`src/core/csfm_consts.svh`:
```
// constants for the clock switch and fail-safe monitor
`ifndef CSFM_CONSTS_SVH
`define CSFM_CONSTS_SVH

// ***********************************************************************
// source select codes
// ***********************************************************************
`define CSFM_SEL_PRIMARY    2'h0
`define CSFM_SEL_SECONDARY  2'h1
`define CSFM_SEL_HI_BIT     1
`define CSFM_SEL_RESET      2'h0

// ***********************************************************************
// primary oscillator configuration codes
// ***********************************************************************
`define CSFM_CFG_LP         4'h0
`define CSFM_CFG_XT         4'h1
`define CSFM_CFG_HS         4'h2
`define CSFM_CFG_RC_DIVIDED_CLOCK_OUTPUT  4'h3
`define CSFM_CFG_EC_DIVIDED_CLOCK_OUTPUT  4'h4
`define CSFM_CFG_EC_IO      4'h5
`define CSFM_CFG_RC_IO      4'h6
`define CSFM_CFG_INT_IO     4'h7
`define CSFM_CFG_INT_DIVIDED_CLOCK_OUTPUT 4'h8

// ***********************************************************************
// timing counts
// ***********************************************************************
`define CSFM_OLD_CYCLES     2
`define CSFM_NEW_CYCLES     3
`define CSFM_SAMPLE_DIV     64
`define CSFM_OST_CYCLES     1024
`define CSFM_DIVIDED_CLOCK_OUTPUT_DIV     4

`endif

```
`src/core/csfm_pkg.sv`:
```
// types for the clock switch and fail-safe monitor
package csfm_pkg;

	// one-hot system clock sources
	typedef enum logic [2:0] {
		CSFM_SRC_PRIMARY   = 3'h1,
		CSFM_SRC_INTERNAL  = 3'h2,
		CSFM_SRC_SECONDARY = 3'h4
	} csfm_src_t;

	// one-hot switch sequencer states
	typedef enum logic [2:0] {
		CSFM_SW_RUN   = 3'h1,
		CSFM_SW_DRAIN = 3'h2,
		CSFM_SW_WAIT  = 3'h4
	} csfm_sw_state_t;

	typedef struct packed {
		logic       internal_lf_source_sel;
		logic       medium_freq_sel;
		logic [2:0] internal_freq_sel;
	} csfm_int_cfg_t;

	typedef struct packed {
		logic secondary_running_flag;
		logic medium_freq_stable_flag;
		logic low_freq_stable_flag;
		logic high_freq_stable_flag;
		logic startup_done_flag;
	} csfm_status_t;

endpackage

```
`src/core/csfm_top.sv`:
```
// clock source switch with glitch-free pause and fail-safe clock monitor
`include "csfm_consts.svh"

//
// Contract
// - pause two old plus three new cycles
// - select 00 uses configured primary source
// - select 10 uses configured internal oscillator
// - select 01 uses secondary oscillator
// - reset clears the source select copy
// - automatic switches leave select; status shows source
// - startup flag shows external source, timer expired
// - monitor only when enabled, all external modes
// - detect failures only after startup timer expiry
// - sample clock is low oscillator over 64
// - latch set primary fall, cleared sample rise
// - fail after sample half-cycle without primary low
// - failure switches internal, sets fail flag
// - interrupt only when fail enable set
// - never return automatically to failed clock
// - fail fallback uses internal frequency field
// - reset or upper select toggle clears condition
// - clearing restarts timer; timeout returns external
// - fail flag clears independently of condition
// - sleep holds second pin low; io modes
// - no startup timer in external clock, rc
module csfm_top #(
	parameter int OST_CYCLES = `CSFM_OST_CYCLES
) (
	input  wire logic                   clk_in,
	input  wire logic                   reset_n_in,
	input  wire logic [1:0]             sys_clk_select_in,
	input  wire logic [3:0]             primary_osc_config_in,
	input  wire logic                   failsafe_enable_cfg_in,
	input  wire csfm_pkg::csfm_int_cfg_t int_cfg_in,
	input  wire logic                   osc_fail_irq_enable_in,
	input  wire logic                   osc_fail_clear_in,
	input  wire logic                   sleep_in,
	input  wire logic                   primary_clk_in,
	input  wire logic                   lf_osc_in,
	input  wire logic                   int_tick_in,
	input  wire logic                   sec_tick_in,
	output csfm_pkg::csfm_src_t         active_src_out,
	output logic                        clk_hold_out,
	output csfm_pkg::csfm_int_cfg_t     int_freq_out,
	output logic [1:0]                  sys_clk_select_out,
	output csfm_pkg::csfm_status_t      status_out,
	output logic                        failsafe_active_out,
	output logic                        osc_fail_flag_out,
	output logic                        osc_fail_irq_out,
	output logic                        osc_pin_out_out,
	output logic                        osc_pin_out_oe_n_out,
	output logic [1:0]                  osc_pins_as_port_out
);

	localparam int OSTW = $clog2(OST_CYCLES + 1);

	// ***********************************************************************
	// mode decoding
	// ***********************************************************************
	function automatic logic is_crystal(input logic [3:0] cfg);
		is_crystal = (cfg == `CSFM_CFG_LP) || (cfg == `CSFM_CFG_XT) ||
			(cfg == `CSFM_CFG_HS) || (cfg > `CSFM_CFG_INT_DIVIDED_CLOCK_OUTPUT);
	endfunction

	function automatic logic is_internal(input logic [3:0] cfg);
		is_internal = (cfg == `CSFM_CFG_INT_IO) || (cfg == `CSFM_CFG_INT_DIVIDED_CLOCK_OUTPUT);
	endfunction

	function automatic logic has_divided_clock_output(input logic [3:0] cfg);
		has_divided_clock_output = (cfg == `CSFM_CFG_RC_DIVIDED_CLOCK_OUTPUT) || (cfg == `CSFM_CFG_EC_DIVIDED_CLOCK_OUTPUT) ||
			(cfg == `CSFM_CFG_INT_DIVIDED_CLOCK_OUTPUT);
	endfunction

	function automatic logic src_tick(input csfm_pkg::csfm_src_t src, input logic p,
			input logic i, input logic s);
		unique case (src)
			csfm_pkg::CSFM_SRC_PRIMARY:   src_tick = p;
			csfm_pkg::CSFM_SRC_SECONDARY: src_tick = s;
			default:                      src_tick = i;
		endcase
	endfunction

	// ***********************************************************************
	// input edges
	// ***********************************************************************
	logic       prim_prev_reg;
	logic       lf_prev_reg;
	logic       sleep_prev_reg;
	logic [1:0] sel_reg;
	logic       sel_hi_s1_reg;
	logic       sel_hi_s2_reg;
	logic       sel_hi_s3_reg;
	logic       prim_rise;
	logic       prim_fall;
	logic       lf_rise;
	logic       wake;
	logic       hi_toggle;
	logic       ext_cfg;

	assign prim_rise = primary_clk_in & ~prim_prev_reg;
	assign prim_fall = ~primary_clk_in & prim_prev_reg;
	assign lf_rise   = lf_osc_in & ~lf_prev_reg;
	assign wake      = sleep_prev_reg & ~sleep_in;
	assign hi_toggle = sel_hi_s2_reg ^ sel_hi_s3_reg;
	assign ext_cfg   = ~is_internal(primary_osc_config_in);

	always_ff @(posedge clk_in) begin
		if (!reset_n_in) begin
			prim_prev_reg  <= 1'b0;
			lf_prev_reg    <= 1'b0;
			sleep_prev_reg <= 1'b0;
		end else begin
			prim_prev_reg  <= primary_clk_in;
			lf_prev_reg    <= lf_osc_in;
			sleep_prev_reg <= sleep_in;
		end
	end

	// select copy; automatic switches never write it
	always_ff @(posedge clk_in) begin
		if (!reset_n_in) begin
			sel_reg       <= `CSFM_SEL_RESET;
			sel_hi_s1_reg <= 1'b0;
			sel_hi_s2_reg <= 1'b0;
			sel_hi_s3_reg <= 1'b0;
		end else begin
			sel_reg       <= sys_clk_select_in;
			sel_hi_s1_reg <= sys_clk_select_in[`CSFM_SEL_HI_BIT];
			sel_hi_s2_reg <= sel_hi_s1_reg;
			sel_hi_s3_reg <= sel_hi_s2_reg;
		end
	end

	// ***********************************************************************
	// start-up timer
	// ***********************************************************************
	logic [OSTW-1:0] ost_cnt_reg;
	logic            ost_run_reg;
	logic            ost_done_reg;
	logic            ost_restart;
	logic            ost_expire;

	assign ost_restart = hi_toggle | wake;
	// no timer without a crystal: expiry is immediate
	assign ost_expire  = ost_run_reg & (~is_crystal(primary_osc_config_in) |
		(prim_rise & (ost_cnt_reg == OSTW'(OST_CYCLES - 1))));

	always_ff @(posedge clk_in) begin
		if (!reset_n_in) begin
			ost_cnt_reg  <= '0;
			ost_run_reg  <= 1'b1;
			ost_done_reg <= 1'b0;
		end else if (ost_restart) begin
			ost_cnt_reg  <= '0;
			ost_run_reg  <= 1'b1;
			ost_done_reg <= 1'b0;
		end else if (ost_expire) begin
			ost_run_reg  <= 1'b0;
			ost_done_reg <= 1'b1;
		end else if (ost_run_reg && prim_rise) begin
			ost_cnt_reg  <= ost_cnt_reg + OSTW'(1);
		end
	end

	// ***********************************************************************
	// fail detector
	// ***********************************************************************
	logic [5:0] div_cnt_reg;
	logic       latch_reg;
	logic       armed_reg;
	logic       fs_reg;
	logic       fs_clr_pend_reg;
	logic       monitor_on;
	logic       sample_rise;
	logic       sample_fall;
	logic       fail_detect;

	assign monitor_on  = failsafe_enable_cfg_in & ext_cfg & ost_done_reg &
		~fs_reg & ~sleep_in;
	assign sample_rise = lf_rise & (div_cnt_reg == 6'h1f);
	assign sample_fall = lf_rise & (div_cnt_reg == 6'h3f);
	// high half of the sample clock ended with no primary low edge
	assign fail_detect = monitor_on & armed_reg & sample_fall & ~latch_reg;

	always_ff @(posedge clk_in) begin
		if (!reset_n_in) begin
			div_cnt_reg <= 6'h00;
		end else if (lf_rise) begin
			div_cnt_reg <= div_cnt_reg + 6'h01;
		end
	end

	always_ff @(posedge clk_in) begin
		if (!reset_n_in) begin
			latch_reg <= 1'b0;
		end else if (prim_fall) begin
			latch_reg <= 1'b1;
		end else if (sample_rise) begin
			latch_reg <= 1'b0;
		end
	end

	// a stale latch must not fail the first half-cycle after enabling
	always_ff @(posedge clk_in) begin
		if (!reset_n_in || !monitor_on) begin
			armed_reg <= 1'b0;
		end else if (sample_rise) begin
			armed_reg <= 1'b1;
		end
	end

	// condition holds until a restarted timer expires
	always_ff @(posedge clk_in) begin
		if (!reset_n_in) begin
			fs_reg          <= 1'b0;
			fs_clr_pend_reg <= 1'b0;
		end else if (fail_detect) begin
			fs_reg          <= 1'b1;
			fs_clr_pend_reg <= 1'b0;
		end else if (fs_reg && hi_toggle) begin
			fs_clr_pend_reg <= 1'b1;
		end else if (fs_clr_pend_reg && ost_expire) begin
			fs_reg          <= 1'b0;
			fs_clr_pend_reg <= 1'b0;
		end
	end

	// set wins over a clear in the same cycle
	always_ff @(posedge clk_in) begin
		if (!reset_n_in) begin
			osc_fail_flag_out <= 1'b0;
			osc_fail_irq_out  <= 1'b0;
		end else begin
			osc_fail_flag_out <= fail_detect | (osc_fail_flag_out & ~osc_fail_clear_in);
			osc_fail_irq_out  <= (fail_detect | (osc_fail_flag_out & ~osc_fail_clear_in)) &
				osc_fail_irq_enable_in;
		end
	end

	// ***********************************************************************
	// source selection and switch sequencer
	// ***********************************************************************
	csfm_pkg::csfm_src_t      target;
	csfm_pkg::csfm_src_t      next_src_reg;
	csfm_pkg::csfm_sw_state_t sw_state_reg;
	logic [1:0]               sw_cnt_reg;
	logic                     old_tick;
	logic                     new_tick;

	always_comb begin
		if (fs_reg) begin
			target = csfm_pkg::CSFM_SRC_INTERNAL;
		end else if (sel_reg[`CSFM_SEL_HI_BIT]) begin
			target = csfm_pkg::CSFM_SRC_INTERNAL;
		end else if (sel_reg == `CSFM_SEL_SECONDARY) begin
			target = csfm_pkg::CSFM_SRC_SECONDARY;
		end else if (ext_cfg && !ost_done_reg) begin
			target = csfm_pkg::CSFM_SRC_INTERNAL;
		end else if (ext_cfg) begin
			target = csfm_pkg::CSFM_SRC_PRIMARY;
		end else begin
			target = csfm_pkg::CSFM_SRC_INTERNAL;
		end
	end

	// a failed primary gives no edges to drain, so its old cycles are skipped
	assign old_tick = src_tick(active_src_out, prim_rise, int_tick_in, sec_tick_in) |
		(fs_reg & (active_src_out == csfm_pkg::CSFM_SRC_PRIMARY));
	assign new_tick = src_tick(next_src_reg, prim_rise, int_tick_in, sec_tick_in);

	// clock stays held through the whole pause, so no runt edge escapes
	always_ff @(posedge clk_in) begin
		if (!reset_n_in) begin
			sw_state_reg   <= csfm_pkg::CSFM_SW_RUN;
			sw_cnt_reg     <= 2'h0;
			next_src_reg   <= csfm_pkg::CSFM_SRC_INTERNAL;
			active_src_out <= csfm_pkg::CSFM_SRC_INTERNAL;
			clk_hold_out   <= 1'b0;
		end else begin
			unique case (sw_state_reg)
				csfm_pkg::CSFM_SW_RUN: begin
					if (target != active_src_out) begin
						sw_state_reg <= csfm_pkg::CSFM_SW_DRAIN;
						next_src_reg <= target;
						sw_cnt_reg   <= 2'h0;
						clk_hold_out <= 1'b1;
					end
				end
				csfm_pkg::CSFM_SW_DRAIN: begin
					if (old_tick && sw_cnt_reg == 2'(`CSFM_OLD_CYCLES - 1)) begin
						sw_state_reg <= csfm_pkg::CSFM_SW_WAIT;
						sw_cnt_reg   <= 2'h0;
					end else if (old_tick) begin
						sw_cnt_reg   <= sw_cnt_reg + 2'h1;
					end
				end
				csfm_pkg::CSFM_SW_WAIT: begin
					if (new_tick && sw_cnt_reg == 2'(`CSFM_NEW_CYCLES - 1)) begin
						sw_state_reg   <= csfm_pkg::CSFM_SW_RUN;
						active_src_out <= next_src_reg;
						clk_hold_out   <= 1'b0;
					end else if (new_tick) begin
						sw_cnt_reg     <= sw_cnt_reg + 2'h1;
					end
				end
				default: begin
					sw_state_reg <= csfm_pkg::CSFM_SW_RUN;
					clk_hold_out <= 1'b0;
				end
			endcase
		end
	end

	// ***********************************************************************
	// status and configuration outputs
	// ***********************************************************************
	logic on_int;

	assign on_int = (active_src_out == csfm_pkg::CSFM_SRC_INTERNAL) & ~clk_hold_out;

	always_ff @(posedge clk_in) begin
		if (!reset_n_in) begin
			int_freq_out        <= '0;
			sys_clk_select_out  <= `CSFM_SEL_RESET;
			status_out          <= '0;
			failsafe_active_out <= 1'b0;
		end else begin
			int_freq_out        <= int_cfg_in;
			sys_clk_select_out  <= sel_reg;
			failsafe_active_out <= fs_reg;
			status_out.secondary_running_flag  <= ~clk_hold_out &
				(active_src_out == csfm_pkg::CSFM_SRC_SECONDARY);
			status_out.low_freq_stable_flag    <= on_int & (int_cfg_in.internal_freq_sel == 3'h0);
			status_out.medium_freq_stable_flag <= on_int & (int_cfg_in.internal_freq_sel != 3'h0) &
				int_cfg_in.medium_freq_sel;
			status_out.high_freq_stable_flag   <= on_int & (int_cfg_in.internal_freq_sel != 3'h0) &
				~int_cfg_in.medium_freq_sel;
			status_out.startup_done_flag       <= ~clk_hold_out &
				(active_src_out == csfm_pkg::CSFM_SRC_PRIMARY);
		end
	end

	// ***********************************************************************
	// oscillator pins
	// ***********************************************************************
	logic [1:0] divided_clock_output_cnt_reg;
	logic       act_tick;

	assign act_tick = old_tick & ~clk_hold_out;

	// divided clock is a square wave of the running source, frozen in the pause
	always_ff @(posedge clk_in) begin
		if (!reset_n_in) begin
			divided_clock_output_cnt_reg <= 2'h0;
		end else if (act_tick) begin
			divided_clock_output_cnt_reg <= divided_clock_output_cnt_reg + 2'h1;
		end
	end

	always_ff @(posedge clk_in) begin
		if (!reset_n_in) begin
			osc_pin_out_out      <= 1'b0;
			osc_pin_out_oe_n_out <= 1'b1;
			osc_pins_as_port_out <= 2'h0;
		end else begin
			osc_pins_as_port_out[1] <= (primary_osc_config_in == `CSFM_CFG_INT_IO);
			osc_pins_as_port_out[0] <= (primary_osc_config_in == `CSFM_CFG_INT_IO) ||
				(primary_osc_config_in == `CSFM_CFG_RC_IO) ||
				(primary_osc_config_in == `CSFM_CFG_EC_IO);
			osc_pin_out_oe_n_out    <= ~has_divided_clock_output(primary_osc_config_in);
			osc_pin_out_out         <= ~sleep_in & has_divided_clock_output(primary_osc_config_in) &
				divided_clock_output_cnt_reg[1];
		end
	end

endmodule // csfm_top

```
`config.mk`:
```
export PLATFORM = sky130hd
export DESIGN_NAME = csfm_top
export DESIGN_NICKNAME = d
export VERILOG_FILES = /design/src/core/csfm_pkg.sv /design/src/core/csfm_top.sv
export VERILOG_INCLUDE_DIRS = /design/src /design/src/core
export SDC_FILE = /design/constraint.sdc
export NUM_CORES = 1
export LEC_CHECK = 0
export ABC_AREA = 0
export BUFFER_PORTS_ARGS = -buffer_cell sky130_fd_sc_hd__buf_2
export CAP_MARGIN = 30
export CORE_UTILIZATION = 50
export DETAILED_ROUTE_END_ITERATION = 12
export PLACE_DENSITY_LB_ADDON = 0.12
export RECOVER_POWER = 100
export SYNTH_ARGS = -nofsm -noshare
export SYNTH_HDL_FRONTEND = slang
export SYNTH_SLANG_ARGS = --single-unit
```
`constraint.sdc`:
```
create_clock -name clk_in -period 1.8 [get_ports clk_in]
set_input_delay 0.36 -clock clk_in [delete_from_list [all_inputs] [get_ports clk_in]]
set_output_delay 0.36 -clock clk_in [all_outputs]
set_load 0.05 [all_outputs]
```
Word-level counts from Yosys, hierarchy flattened
Cells that the tools add are included.
{"block": "word_totals", "wordCells": 179, "input_bits": 21, "ff_bits": 64, "out_inout_bits": 23}
{"block": "op_classes", "n_reduce_logical": 34, "n_addsub": 4, "mux": 26, "bitwise": 48, "n_eq_ne": 30, "order_cmp": 1}
{"cell": "1-bit AND", "count": 28}
{"cell": "3-bit two-way mux", "count": 6}
{"cell": "4-bit by 3-bit == test with 1-bit output (second input constant)", "count": 4}
{"cell": "1-bit inverter", "count": 15}
{"cell": "2-bit two-way mux", "count": 7}
{"cell": "2-bit != test (second input constant)", "count": 6}
{"cell": "11-bit by 1-bit adder with 11-bit output (second input constant)", "count": 1}
{"cell": "11-bit by 10-bit == test with 1-bit output (second input constant)", "count": 1}
{"cell": "3-bit by 1-bit == test with 1-bit output (second input constant)", "count": 3}
{"cell": "3-bit == test (second input constant)", "count": 3}
{"cell": "1-bit logical OR", "count": 9}
{"cell": "3-bit one-hot mux with 3 select lines", "count": 1}
{"cell": "4-bit by 2-bit == test with 1-bit output (second input constant)", "count": 2}
{"cell": "1-bit two-way mux", "count": 8}
{"cell": "2-bit AND reduction", "count": 4}
{"cell": "6-bit by 1-bit adder with 6-bit output (second input constant)", "count": 1}
{"cell": "3-bit by 2-bit == test with 1-bit output (second input constant)", "count": 2}
{"cell": "6-bit by 5-bit == test with 1-bit output (second input constant)", "count": 1}
{"cell": "6-bit == test (second input constant)", "count": 1}
{"cell": "1-bit logical AND", "count": 6}
{"cell": "2-bit one-hot mux with 3 select lines", "count": 1}
{"cell": "3-bit AND reduction", "count": 2}
{"cell": "2-bit nonzero test", "count": 3}
{"cell": "3-bit nonzero test", "count": 2}
{"cell": "other kinds (17)", "count": 26}

Longest topological paths before layout
Gate-level depths: netlist (run 1).
{"block": "logic_depth", "ltp_word": 12, "mapped_depth": 7, "depth_no_buf": 7}

Worst setup path after synthesis (run 1)
OpenSTA, ideal clock, no wires.
{"block": "synth_path", "kind": "register -> register", "from": "reg active_src_out[0]", "to": "reg divided_clock_output_cnt_reg[1]", "setup_slack_ps": -189, "synth_period_minus_slack_ps": 1989, "arrival_time_ps": 1874, "n_path_buf": 0, "setup_ps": 115, "required_ps": 1685, "path_stages_with_launch": 6, "cell_sequence": "dfxtp_1 nand2b_1 o311ai_1 nand3b_1 xnor2_1 and2_1"}
{"block": "synth_between", "elab_chain_len": 4, "word_cells_on_any_way": 6, "cone_classes": "eq/ne (2); mux (1); bitwise (3)"}
{"item": "start, declared", "line_no": "csfm_top.sv:43", "rtl": "output csfm_pkg::csfm_src_t active_src_out,"}
{"item": "start signal, assigned", "line_no": "csfm_top.sv:278", "rtl": "active_src_out <= csfm_pkg::CSFM_SRC_INTERNAL;"}
{"item": "start signal, assigned", "line_no": "csfm_top.sv:301", "rtl": "active_src_out <= next_src_reg;"}
{"item": "3-bit == test / 3-bit by 1-bit == test with 1-bit output (equally long branches)", "line_no": "csfm_top.sv:77, csfm_top.sv:269"}
{"item": "1-bit one-hot mux with 2 select lines / 1-bit AND (equally long branches)", "line_no": "csfm_top.sv:77, csfm_top.sv:269"}
{"item": "1-bit OR (*)", "line_no": "csfm_top.sv:268", "rtl": "assign old_tick = src_tick(active_src_out, prim_rise, int_tick_in, sec_tick_in) |"}
{"item": "1-bit AND (*)", "line_no": "csfm_top.sv:350", "rtl": "assign act_tick = old_tick & ~clk_hold_out;"}
{"item": "end signal, assigned", "line_no": "csfm_top.sv:357", "rtl": "divided_clock_output_cnt_reg <= divided_clock_output_cnt_reg + 2'h1;"}
{"item": "end, declared", "line_no": "csfm_top.sv:347", "rtl": "logic [1:0] divided_clock_output_cnt_reg;"}
Every way passes the cells marked *; elsewhere a longest branch is shown, timed or not.
A chain may end at the register's enable or synchronous reset.

Final worst setup path (run 1)
{"block": "layout_path", "from": "in primary_osc_config_in[0]", "to": "reg sw_cnt_reg[0]"}
{"block": "layout_between", "elab_chain_len": 11, "word_cells_on_any_way": 13, "cone_classes": "eq/ne (4); mux (5); bitwise (1); reduce/logical (3)"}
{"item": "start, declared", "line_no": "csfm_top.sv:33", "rtl": "input wire logic [3:0] primary_osc_config_in,"}
{"item": "4-bit by 3-bit == test with 1-bit output (no line) / 4-bit == test (equally long branches)"}
{"item": "1-bit logical OR (*)", "line_no": "csfm_top.sv:67", "rtl": "is_internal = (cfg == `CSFM_CFG_INT_IO) || (cfg == `CSFM_CFG_INT_DIVIDED_CLOCK_OUTPUT);"}
{"item": "1-bit inverter", "line_no": "csfm_top.sv:106", "rtl": "assign ext_cfg = ~is_internal(primary_osc_config_in);"}
{"item": "1-bit logical AND", "line_no": "csfm_top.sv:258", "rtl": "end else if (ext_cfg && !ost_done_reg) begin"}
{"item": "2-bit two-way mux (*)", "line_no": "csfm_top.sv:258"}
{"item": "3-bit two-way mux (*)", "line_no": "csfm_top.sv:256", "rtl": "end else if (sel_reg == `CSFM_SEL_SECONDARY) begin"}
{"item": "3-bit two-way mux (*)", "line_no": "csfm_top.sv:254", "rtl": "end else if (sel_reg[`CSFM_SEL_HI_BIT]) begin"}
{"item": "3-bit two-way mux (*)", "line_no": "csfm_top.sv:252", "rtl": "if (fs_reg) begin"}
{"item": "3-bit != test (*)", "line_no": "csfm_top.sv:283", "rtl": "if (target != active_src_out) begin"}
{"item": "2-bit != test (no line) (*)"}
{"item": "5-bit AND reduction (no line) (*)"}
{"item": "end signal, assigned", "line_no": "csfm_top.sv:295", "rtl": "sw_cnt_reg <= sw_cnt_reg + 2'h1;"}
{"item": "end signal, assigned", "line_no": "csfm_top.sv:304", "rtl": "sw_cnt_reg <= sw_cnt_reg + 2'h1;"}
{"item": "end, declared", "line_no": "csfm_top.sv:247", "rtl": "logic [1:0] sw_cnt_reg;"}
Marks and branches as above.

==> results of run 1 <==
-- layout make-up --
class	count	share of cell area, %
multi-input cells	204	41.5
flip-flops and latches	62	37.5
well taps	70	2.64
inverters	9	1.02
clock inverters	6	1.88
repair buffers	71	11.7
clock buffers	10	3.84
-- what timing repair did --
item | in CTS | in global routing
buffers inserted | 0 | 0
resized for setup | 0 | 5
endpoints found under the setup margin | 3 | 14
pin swaps | 0 | 3
-- kinds of logic (layout without fill, tap and decap cells) --
kind of cell             Yosys count  after routing
AO/OA/AOI/OAI                     39             39
XOR/XNOR                          22             22
adder cells (fa/ha/maj)            4              4
buffers and inverters             18             96
flip-flops                        62             62
multiplexers                       6              6
AND/OR/NAND/NOR                  133            133
-- placed cells by master (no fill, tap or decap), types with 4 or more instances in the layout --
master    instances
nor3_1            8
nand2_1          22
mux2i_1           6
nor2b_1          11
nand3_1           7
nand2b_1          5
nor3b_1           8
nor2_1           24
clkbuf_1         24
buf_2            23
inv_1             9
xor2_1           11
and2_1           15
and2_0           10
ha_1              4
dfxtp_1          59
xnor2_1          11
buf_4            25
a21oi_1           5
o21ai_0          12
clkbuf_8          9
nand3b_1          4
-- metal layers --
metal,global-route usage [%],routed length [um],part of all wire [%],vias to the layer above
li1,-,-,-,1114
met1,24.1,2510,46,1005
met2,35.9,2640,49,30
met3,5.35,158,2.9,12
met4,11.9,114,2.1,0
met5,0,0,0,-
-- final timing paths --
path	to	slack, ns	cells past startpoint
max	sw_cnt_reg[0]	0.06	7
min	status_out[1]	0.19	2
max reg2reg	sw_cnt_reg[1]	0.11	7
min reg2reg	ost_cnt_reg[10]	0.44	2
-- power by group --
| group | leakage, nW | internal, mW | total, mW | switching [mW] |
|---|---|---|---|---|
| clock network | 0.0883 | 0.634 | 1.19 | 0.560 |
| logic | 0.755 | 0.163 | 0.376 | 0.213 |
| registers | 0.506 | 1.42 | 1.45 | 0.0305 |
-- metrics by stage --
stage | setup slack [ns] | util [%] | area, sq um | total power, mW | setup TNS, ns
2_1_floorplan | -0.0642 | - | 2670 | 1.72 | -0.201
3_3_place_gp | -0.247 | 61.5 | 3140 | 1.86 | -3.37
3_5_place_dp | -0.260 | 61.5 | 3140 | 1.86 | -3.66
4_1_cts | -0.0214 | 65.3 | 3330 | 3.05 | -0.0285
5_1_grt | -0.0179 | 65.1 | 3320 | 3.14 | -0.0179
6_report | 0.0586 | 65.1 | 3320 | 3.02 | 0
-- worst reg2reg max path: cells and delay by family (launching register included) --
| kind | cells | cell delay (ns) |
|---|---|---|
| flops | 1 | 0.31 |
| mux | 1 | 0.20 |
| compound gates | 3 | 0.76 |
| buf+inv | 1 | 0.14 |
| simple gates | 2 | 0.21 |
==> results_dict.tcl, run 1 <==
set metrics [dict create \
    status "finished clean" \
    worstMarginPinSlew_ns 1.02 \
    die_height_um 74.9 \
    nets 382 \
    avgRoutedWirePerCell_um 12.6 \
    hold_viol 0 \
    critPathMaxStageDelay_ns 0.57 \
    viasPerCell 5.00 \
    avgSynthCellArea_sq_um 9.35 \
    design.die.area_sq_um 5610 \
    netlist_area_sq_um 2660 \
    grt_start_max_net_pins 32 \
    multi_input_area_sq_um 1380 \
    final_cells 432 \
    ys_ff_latch 62 \
    fmax_ghz 0.574 \
    syn_to_final_growth_pct 25.2 \
    reg2reg_from "fs_reg" \
    cts_sinks 62 \
    io_pins 44 \
    ff_latch_area_sq_um 1240 \
    worstPathMaxFanout 6 \
    clock_latency_ns 0.35 \
    grt_pass1_wl_mm 8.67 \
    drc_errors 0 \
    hold_start "int_cfg_in[3]" \
    antenna_found_initial 0 \
    synth_simple_gate_area_share_pct 28.3 \
    power.density_nw_per_um2 910 \
    drtPass1Iterations 4 \
    synth_compound_gate_area_share_pct 10.8 \
    ys_top_cells_by_area "dfxtp_1 47%, and2_1 5.9%, xnor2_1 3.6%, xor2_1 3.6%, nor2_1 3.4%" \
    slew_headroom_pct 32.2 \
    setup_viol 0 \
    syn_inst 284 \
    hp-class "in -> reg" \
    synthDistinctLibCells 43 \
    path_clk_slew_ns 0.08 \
    total_leakage_power_nw 1.35 \
    synth_mux_area_share_pct 2.26 \
    cpLargestDelayFamily "compound AO/OA/AOI/OAI gates" \
    die_w_um 74.9 \
    dp_cells 416 \
    crit_start "primary_osc_config_in[0]" \
    period_needed_ns 1.74 \
    hpwl_mm 3.84 \
    yosysMostFrequentCell "dfxtp_1" \
    globalplace.congestion 0.861 \
    cts_buffers 9 \
    synth_fa_ha_area_share_pct 1.89 \
    synth_top_family_by_area "simple AND/OR/NAND/NOR gates" \
    grt_pass1_vias 2013 \
    htree_levels 3 \
    gr-total-overflow 0 \
    cp-start-kind "input pin" \
    async_flop_share_pct 0 \
    critPathArrivalTime_ns 1.97 \
    track_usage_pct 21.1 \
    yosysTopAreaCell "dfxtp_1" \
    diodes 0 \
    postRouteAntennaNets 0 \
    seq_area_frac_synth_pct 46.7 \
    clock-root-buffer "clkbuf_8" \
    synth_top_cell_area_share_pct 46.7 \
    vias 2161 \
    required_ns 2.02 \
    synth_edf_count 0 \
    largest_reg_flops 11 \
    ys_warn_count 0 \
    drive_gt1_share_pct 20.4 \
    post-route-period-util_pct 96.7 \
    port_buffers 43 \
    hold_buffers 0 \
    peakVddDrop_mv 0.534 \
    std_cell_rows 26 \
    drv_slew 0 \
    crit_type "in -> reg" \
    cts.path.max_buffers 2 \
    crit_slowest_cell "or4b_4" \
    path_cells "buf_2 -> or4b_4 -> o311ai_4 -> o211a_4 -> o31ai_4 -> a211o_1 -> mux2i_1" \
    worst-path-buf-inv 1 \
    fin_worst_hold_slack_ns 0.192 \
    cp-end-kind "flip-flop" \
    start_util_pct 52.0 \
    drt-total-wl_mm 5.42 \
    max-cap-violations 0 \
    nFillCells 480 \
    synth-main-ff-cell "dfxtp_1" \
    first_iter_violations 70 \
    skew_ns 0.00895 \
    coreArea_sq_um 5110 \
    synth_xor_area_share_pct 7.26 \
    syn_nets 309 \
    cts_tree "built" \
    yosys-top-cells-count "62 x dfxtp_1, 25 x and2_1, 24 x nor2_1" \
]
Power figures use the tool's default switching activity.
==> run 2: changes to the inputs <==
--- a/config.mk
+++ b/config.mk
@@ -9,6 +9,8 @@
 export ABC_AREA = 0
 export BUFFER_PORTS_ARGS = -buffer_cell sky130_fd_sc_hd__buf_2
 export CAP_MARGIN = 30
+export CORE_ASPECT_RATIO = 1.4
+export CORE_MARGIN = 2
 export CORE_UTILIZATION = 50
 export DETAILED_ROUTE_END_ITERATION = 12
 export PLACE_DENSITY_LB_ADDON = 0.12
==> results_dict.tcl, run 2 (same netlist as run 1, synthesis figures left out) <==
set metrics [dict create \
    drive_gt1_share_pct 19.8 \
    period_needed_ns 1.73 \
    io_pins 44 \
    cp-start-kind "input pin" \
    post-route-period-util_pct 96.1 \
    gr-total-overflow 0 \
    final_common_cell "dfxtp_1" \
    fmax_ghz 0.578 \
    hold_viol 0 \
    cts_sinks 62 \
    clock-root-buffer "clkbuf_8" \
    critPathArrivalTime_ns 1.95 \
    die_height_um 90.2 \
    nets 384 \
    skew_ns 0.00758 \
    cts_setup_buffers 0 \
    place_area_sq_um 3150 \
    hpwl_mm 4.02 \
    timing.setup.tns_ns 0 \
    total_leakage_power_nw 1.35 \
    cp-end-kind "flip-flop" \
    drc_errors 0 \
    coreArea_sq_um 5160 \
    std_cell_rows 31 \
    cts.path.max_buffers 2 \
    first_iter_violations 79 \
    die_w_um 65.6 \
    antenna_found_initial 0 \
    clock_latency_ns 0.34 \
    status "finished clean" \
    peakVddDrop_mv 0.563 \
    stdcell_area_sq_um 3360 \
    port_buffers 43 \
    power.density_nw_per_um2 944 \
    setup_viol 0 \
    cts_tree "built" \
    grt_pass1_wl_mm 9.23 \
    drtPass1Iterations 4 \
    hp-class "in -> reg" \
    grt_start_max_net_pins 22 \
    path_clk_slew_ns 0.07 \
    crit_type "in -> reg" \
    start_util_pct 51.5 \
    grt_pass1_vias 2190 \
    drt-total-wl_mm 5.35 \
    htree_levels 3 \
    worstPathMaxFanout 5 \
    design.die.area_sq_um 5920 \
    drv_slew 0 \
    postRouteAntennaNets 0 \
    hold_buffers 0 \
    cts_buffers 9 \
    utilization_pct 65.1 \
    track_usage_pct 20.3 \
    vias 2183 \
    globalplace.congestion 0.792 \
    worstMarginPinSlew_ns 0.742 \
    viasPerCell 5.08 \
    diodes 0 \
    max-cap-violations 0 \
    syn_to_final_growth_pct 26.5 \
    final_cell_mix "59 x dfxtp_1, 32 x clkbuf_1, 23 x nor2_1" \
    required_ns 2.03 \
    avgRoutedWirePerCell_um 12.4 \
    largest_reg_flops 11 \
    slew_headroom_pct 50.5 \
]
run 2: cell types whose count changed in the layout (fill, tap and decap cells not counted), sizes merged:
cell / before / now
inv: 9 / 10
clkinvlp: 3 / 2
buf: 48 / 38
bufinv: 1 / 2
clkbuf: 33 / 44
run 2: what timing repair did:
item / in CTS / in global routing
setup endpoints to repair: 2 / 13
gates resized for setup: 1 / 10
pin swaps: 0 / 2
run 2: cell type report:
type | count | area, sq um
clock buffers | 9 | 124
clock inverters | 7 | 97.6
fillers | 443 | 1800
inverters | 9 | 33.8
multi-input cells | 204 | 1400
flip-flops and latches | 62 | 1240
well taps | 66 | 82.6
repair buffers | 73 | 378
run 2: final timing paths:
check | endpoint | cells after the start | slack (ns) | start
worst max-delay path | sw_cnt_reg[0] | 7 | 0.07 | primary_osc_config_in[1]
worst min-delay path | status_out[1] | 2 | 0.19 | int_cfg_in[3]
worst max register to register | sw_cnt_reg[1] | 6 | 0.11 | fs_reg
worst min register to register | ost_cnt_reg[10] | 2 | 0.45 | ost_cnt_reg[10]
run 2: stage by stage:
stage | total power, mW | hold slack [ns] | std cells | setup slack (ns)
finish | 3.17 | 0.191 | 430 | 0.0703
detailed placement | 1.87 | 0.429 | 414 | -0.335
global placement | 1.86 | 0.427 | 414 | -0.239
CTS | 3.22 | 0.170 | 430 | 0.00950
global route | 3.32 | 0.190 | 430 | -0.00535
floorplan | 1.72 | 0.410 | 284 | -0.0642
run 2: critical path, stage by stage:
cell and delay [ns]:
buf_2 0.11, or4b_4 0.55, o311ai_4 0.15, o211a_4 0.23, o31ai_4 0.10, a211o_1 0.33, mux2i_1 0.13
run 2: power by group:
group	total (mW)	switching, mW	internal (mW)
Sequential	1.45	0.0313	1.42
Combinational	0.373	0.216	0.158
Clock	1.34	0.562	0.783
run 2: routing by layer:
layer / global-route usage [%] / share of wire [%]
met1: 21.2 / 41
met2: 35.6 / 53
met3: 5.26 / 3.4
met4: 11.3 / 2.4
met5: 0 / 0
